$ cat config.mk
export PLATFORM = sky130hd
export DESIGN_NAME = goc_top
export DESIGN_NICKNAME = d
export VERILOG_FILES = /design/src/shared/goc_pkg.sv /design/src/verilog/goc_scale.sv /design/src/verilog/goc_top.sv
export SDC_FILE = /design/constraint.sdc
export NUM_CORES = 2
export LEC_CHECK = 0
export BUFFER_PORTS_ARGS = -buffer_cell sky130_fd_sc_hd__buf_2
export CAP_MARGIN = 20
export CORE_ASPECT_RATIO = 0.7
export CORE_MARGIN = 4
export CORE_UTILIZATION = 50
export CTS_CLUSTER_DIAMETER = 100
export DETAILED_ROUTE_END_ITERATION = 7
export PLACE_DENSITY = 0.76
export SLEW_MARGIN = 20
export SYNTH_ARGS = -nofsm -noshare
export SYNTH_HDL_FRONTEND = slang
export SYNTH_SLANG_ARGS = --single-unit
$ cat constraint.sdc
create_clock -name i_clk -period 14.9 [get_ports i_clk]
set_input_delay 1.49 -clock i_clk [delete_from_list [all_inputs] [get_ports i_clk]]
set_output_delay 1.49 -clock i_clk [all_outputs]
set_load 0.01 [all_outputs]
$ cat src/shared/goc_pkg.sv
// Shared constants and helpers for the gain and offset correction stage
package goc_pkg;

  // ==========================================================
  // Widths
  localparam int DATA_W = 24;
  localparam int EXP_W = 5;
  localparam int PROD_W = 2 * DATA_W;
  // Divide by full scale done as a shift plus two correction terms
  localparam int DIV_SHIFT = DATA_W - 1;

  // ==========================================================
  // Codes and reset values
  localparam logic [DATA_W-1:0] SMP_MAX = 24'h7fffff;
  localparam logic [DATA_W-1:0] SMP_MIN = 24'h800000;
  localparam logic [DATA_W-1:0] GAIN_RST = 24'h7fffff;
  localparam logic [DATA_W-1:0] OFFSET_RST = 24'h000000;
  localparam logic [EXP_W-1:0] EXP_MAX = 5'h18;

  // ==========================================================
  // Clamp a 26-bit signed value into the 24-bit sample range
  function automatic logic [DATA_W-1:0] sat24(input logic signed [DATA_W+1:0] v);
    logic signed [DATA_W+1:0] hi;
    logic signed [DATA_W+1:0] lo;
    hi = {2'b00, SMP_MAX};
    lo = {2'b11, SMP_MIN};
    if (v > hi) begin
      sat24 = SMP_MAX;
    end else if (v < lo) begin
      sat24 = SMP_MIN;
    end else begin
      sat24 = v[DATA_W-1:0];
    end
  endfunction

endpackage

$ cat src/verilog/goc_scale.sv
// Gain scaling stage: sample times gain word over positive full scale
`timescale 1ns/100ps
module goc_scale #(
  parameter int W = goc_pkg::DATA_W
) (
  // Clock and reset
  input wire logic i_clk,
  input wire logic i_rst_n,
  // Incoming sample
  input wire logic i_valid,
  input wire logic [W-1:0] i_data,
  // Gain control
  input wire logic i_enable,
  input wire logic [W-1:0] i_gain,
  // Scaled sample
  output logic o_valid,
  output logic [W-1:0] o_data
);

  // ==========================================================
  // Datapath
  localparam int PW = 2 * W;
  localparam logic signed [PW-1:0] ONE = PW'(1);

  wire logic signed [PW-1:0] prod;
  wire logic signed [PW-1:0] quot_sum;
  wire logic signed [W+1:0] quot;
  wire logic [W-1:0] scaled;
  wire logic [W-1:0] data_nxt;

  // (p + p/2^23 + 1) / 2^23 is exact at unity gain, no divider needed
  assign prod = $signed(i_data) * $signed(i_gain);
  assign quot_sum = prod + (prod >>> goc_pkg::DIV_SHIFT) + ONE;
  // Part-selects are unsigned, so the sign is extended by hand
  assign quot = {quot_sum[PW-1], quot_sum[PW-1:goc_pkg::DIV_SHIFT]};
  assign scaled = goc_pkg::sat24(quot);
  assign data_nxt = i_enable ? scaled : i_data;

  always_ff @(posedge i_clk or negedge i_rst_n) begin
    if (!i_rst_n) begin
      o_valid <= 1'b0;
      o_data <= '0;
    end else begin
      o_valid <= i_valid;
      if (i_valid) begin
        o_data <= data_nxt;
      end
    end
  end

  // ==========================================================
  // Checks
  wire logic [W:0] in_mag;
  wire logic [W:0] out_mag;
  assign in_mag = i_data[W-1] ? -{1'b1, i_data} : {1'b0, i_data};
  assign out_mag = o_data[W-1] ? -{1'b1, o_data} : {1'b0, o_data};
endmodule

$ cat src/verilog/goc_top.sv
// Output-stage gain and offset correction with offset calibration loop
//
// Functional notes
// - Gain and offset words: full 24-bit signed range.
// - Host writes kept and applied exactly.
// - Gain enable scales samples by gain/0x7FFFFF.
// - Offset enable subtracts offset word from sample.
// - Calibration enable starts loop, exponent 0..0x18.
// - Running calibration updates offset word automatically.
// - Disabling calibration keeps last offset result.
`timescale 1ns/100ps
module goc_top (
  // Clock and reset
  input wire logic i_clk,
  input wire logic i_rst_n,
  // Filtered sample stream
  input wire logic i_smp_valid,
  input wire logic [goc_pkg::DATA_W-1:0] i_smp_data,
  // Correction word writes from the register port
  input wire logic i_gain_wr,
  input wire logic [goc_pkg::DATA_W-1:0] i_gain_data,
  input wire logic i_offset_wr,
  input wire logic [goc_pkg::DATA_W-1:0] i_offset_data,
  // Control settings
  input wire logic i_gain_correct_enable,
  input wire logic i_offset_correct_enable,
  input wire logic i_offset_cal_enable,
  input wire logic [goc_pkg::EXP_W-1:0] i_cal_feedback_exponent,
  // Corrected sample stream
  output logic o_smp_valid,
  output logic [goc_pkg::DATA_W-1:0] o_smp_data,
  // Register read-back
  output logic [goc_pkg::DATA_W-1:0] o_gain_scale_word,
  output logic [goc_pkg::DATA_W-1:0] o_offset_correction_word,
  output logic o_cal_active
);

  localparam int DW = goc_pkg::DATA_W;

  // ==========================================================
  // Correction words
  logic [DW-1:0] gain_scale_word_r;
  logic [DW-1:0] offset_correction_word_r;
  logic [DW-1:0] offset_nxt;
  logic cal_active_r;

  // ==========================================================
  // Offset subtraction
  wire logic signed [DW+1:0] smp_ext;
  wire logic signed [DW+1:0] off_ext;
  wire logic signed [DW+1:0] diff;
  wire logic [DW-1:0] diff_sat;
  wire logic diff_clipped;
  wire logic [DW-1:0] stage1_nxt;

  assign smp_ext = {{2{i_smp_data[DW-1]}}, i_smp_data};
  assign off_ext = {{2{offset_correction_word_r[DW-1]}}, offset_correction_word_r};
  assign diff = smp_ext - off_ext;
  assign diff_sat = goc_pkg::sat24(diff);
  assign diff_clipped = diff_sat != diff[DW-1:0];
  assign stage1_nxt = i_offset_correct_enable ? diff_sat : i_smp_data;

  // ==========================================================
  // Calibration loop
  // Shift above the top code would zero the step; clamp instead
  wire logic [goc_pkg::EXP_W-1:0] exp_eff;
  wire logic signed [DW+1:0] cal_step;
  wire logic signed [DW+1:0] cal_sum;
  wire logic [DW-1:0] cal_result;
  wire logic cal_update;

  assign exp_eff = (i_cal_feedback_exponent > goc_pkg::EXP_MAX) ?
                   goc_pkg::EXP_MAX : i_cal_feedback_exponent;
  // Step toward the input DC level; larger exponent settles slower
  assign cal_step = diff >>> exp_eff;
  assign cal_sum = off_ext + cal_step;
  assign cal_result = goc_pkg::sat24(cal_sum);
  assign cal_update = i_offset_cal_enable && i_smp_valid;

  // Host write takes priority over a same-cycle calibration step
  always_comb begin
    offset_nxt = offset_correction_word_r;
    if (i_offset_wr) begin
      offset_nxt = i_offset_data;
    end else if (cal_update) begin
      offset_nxt = cal_result;
    end
  end

  always_ff @(posedge i_clk or negedge i_rst_n) begin
    if (!i_rst_n) begin
      gain_scale_word_r <= goc_pkg::GAIN_RST;
      offset_correction_word_r <= goc_pkg::OFFSET_RST;
      cal_active_r <= 1'b0;
    end else begin
      if (i_gain_wr) begin
        gain_scale_word_r <= i_gain_data;
      end
      offset_correction_word_r <= offset_nxt;
      cal_active_r <= i_offset_cal_enable;
    end
  end

  // ==========================================================
  // Pipeline: offset stage, then gain stage
  logic stage1_valid_r;
  logic [DW-1:0] stage1_data_r;

  always_ff @(posedge i_clk or negedge i_rst_n) begin
    if (!i_rst_n) begin
      stage1_valid_r <= 1'b0;
      stage1_data_r <= '0;
    end else begin
      stage1_valid_r <= i_smp_valid;
      if (i_smp_valid) begin
        stage1_data_r <= stage1_nxt;
      end
    end
  end

  goc_scale #(
    .W(DW)
  ) u_scale (
    .i_clk(i_clk),
    .i_rst_n(i_rst_n),
    .i_valid(stage1_valid_r),
    .i_data(stage1_data_r),
    .i_enable(i_gain_correct_enable),
    .i_gain(gain_scale_word_r),
    .o_valid(o_smp_valid),
    .o_data(o_smp_data)
  );

  assign o_gain_scale_word = gain_scale_word_r;
  assign o_offset_correction_word = offset_correction_word_r;
  assign o_cal_active = cal_active_r;
endmodule

==> metrics.md <==
| Metric | Value |
|---|---|
| GPL Wtd Cong | 0.973 |
| Placed Instance Area | 33100 um^2 |
| Vias per cell | 5.72 |
| Post-CTS Hold Fix Bufs | 0 |
| CP Data Required Time | 15.13 ns |
| Top-count cell post-synth | inv_1 |
| Routed len/inst | 19.5 um |
| Vias post-DR | 25800 |
| Max clock buf depth | 2 |
| Initial antenna violation count | 4 |
| Clock Latency Late Sink | 0.41 ns |
| Total Neg Setup Slack | 0 ns |
| Crit path kind | reg2reg |
| Relative slew slack | 23.4% |
| DRT iter0 DRCs | 2349 |
| Post-synthesis instance total | 3662 |
| Synth Flop Type | dfrtp_1 |
| Post-synth EDFFs | 0 |
| Synthesis-to-finish area growth | 5.35% |
| Core region area | 62200 um^2 |
| Synth top area cells | fa_1 (38%), ha_1 (8.8%), inv_1 (8.1%) |
| Worst Max-Slew Pin Slew | 1.15 ns |
| Most frequent CP cell | fa_1 |
| Die Wd | 309 um |
| Max_cap viols | 0 |
| Largest net degree at the start of global routing | 62 |
| Final nets | 4604 |
| Final setup viols | 0 |
| Clk sink count | 99 |
| GR Overflow Total | 0 |
| Synth area leader | fa_1 |
| CTS tree | built |
| Antenna Nets Post-Route | 0 |
| Unrepaired setup endpoints after global routing | false |
| PortBufs | 158 |
| Place WS | 2.42 ns |
| I/O pins | 159 |
| Clock slew at reported path FFs | 0.08 ns |
| Hold Path Class | reg2reg |
| Slowest-stage cell, CP | dfrtp_1 |
| Initial Utilization | 51.0% |
| Layout cells sized above 1 | 8.29% |
| Final Skew | 0.0126 ns |
| WHS | 0.525 ns |
| Tcrit/Tclk final | 85.0% |
| Max-slew violation count | 0 |
| Root Buffer | clkbuf_16 |
| DRC | 0 |
| Mean Syn Cell Area | 8.67 um^2 |
| First-pass GRT wire length | 143000 um |
| Final Critical Period | 12.66 ns |
| Status | finished clean |
| CTS Buf Count | 9 |
| Post-synthesis sequential area ratio | 7.90% |
| FMAX | 0.0790 GHz |
| Vias in the first global route | 26100 |
| Vert. Die Dim | 219 um |
| Synth unique cells | 103 |
| Syn_nets | 4579 |
| Worst path arrival time | 12.89 ns |
| H-tree levels | 3 |
| Detailed Route WL | 88000 um |
| Cts repair resizes | 0 |
| Commonest cells in the netlist | inv_1 (689), fa_1 (609), nand2_1 (423) |
| FF+latch count, synth | 99 |
| FP Rows | 76 |
| DPL Wire Length | 71400 um |
| Final hold viol count | 0 |
| Synth top area share | 38.4% |
| Critical-path maximum fanout | 26 |
| Total Die Area | 67600 um^2 |
| Post-CTS setup buffers | 0 |
| PnR worst setup slack | 2.24 ns |
| Startpoint types | register |
| DR pass1 iterations | 6 |
| Syn. warnings | 0 |
| Cell Area, Synth | 31700 um^2 |
| Max incr delay on CP | 0.97 ns |
| Setup crit end kind | register |
| Async SR Flop Fraction | 100% |
| Design Area, Final | 33400 um^2 |
| Total Routing Usage GR | 26.8% |
## sequential cells by signal, indices dropped and copies added, names as in the netlist
signal	flops
u_scale.o_data	24
stage1_data_r	24
stage1_valid_r	1
o_gain_scale_word	24
u_scale.o_valid	1
o_offset_correction_word	24
o_cal_active	1
## worst max-delay path, delay by kind of cell (launching register included)
| family | cells | cell delay, ns |
|---|---|---|
| xor+xnor | 1 | 0.58 |
| simple gates | 8 | 1.60 |
| flops | 1 | 0.97 |
| fa+ha+maj | 9 | 4.86 |
| compound gates | 11 | 3.74 |
| buf+inv | 3 | 0.73 |
## routing by layer
metal	track usage, %	vias up	wire length (um)
met4	6.08	0	2060
met2	39.8	1131	37900
li1	-	11700	-
met1	38.6	12900	38200
met5	0	-	0
met3	8.50	110	9850
## per-stage QoR
stage | util (%) | cells
2_1_floorplan | - | 3662
3_3_place_gp | 53.2 | 4495
3_5_place_dp | 53.2 | 4495
4_1_cts | 53.7 | 4511
5_1_grt | 53.8 | 4514
6_report | 53.8 | 4514
## cells by family after synthesis
logic type	synth area share (%)
xor+xnor	2.95
compound gates	13.2
simple gates	16.6
fa+ha+maj	47.2
mux	1.76
buf+inv	10.4
flops	7.90
## cell usage in the layout, fill, tap and decap left out, drive strengths merged, types with 9 or more instances in the layout
cell,count
nor2,143
xnor2,76
nand2b,36
o211ai,10
buf,184
and2,290
nor2b,16
clkbuf,9
inv,695
and3,21
a31oi,23
nor3,37
nand2,425
or3,11
mux2i,22
mux2,28
o22ai,76
o21ai,127
a21oi,182
nand4,16
dfrtp,76
a21o,45
dfstp,23
nor4,9
a211oi,29
o21bai,14
o31ai,13
o21a,24
nand3,39
xor2,30
ha,223
fa,609
## worst paths after layout
kind | start | end | slack (ns) | cells after the start
max | stage1_data_r[23] | u_scale.o_data[22] | 2.24 | 32
min | u_scale.o_data[23] | u_scale.o_data[23] | 0.53 | 2
max reg2reg | stage1_data_r[23] | u_scale.o_data[22] | 2.24 | 32
min reg2reg | u_scale.o_data[23] | u_scale.o_data[23] | 0.53 | 2
max in group asynchronous | i_rst_n | stage1_data_r[1] | 12.53 | 2
min in group asynchronous | i_rst_n | o_offset_correction_word[20] | 1.07 | 1
## layout make-up
class	instances	area, um^2
fillers	5676	28800
diodes	3	7.51
clock buffers	9	225
well taps	819	1020
clock inverters	7	116
flip-flops and latches	99	2510
inverters	694	2610
multi-input cells	2699	26000
repair buffers	184	988
Power is not shown: default switching activity piles up to over one toggle a cycle in this logic, so the estimate is an artifact.
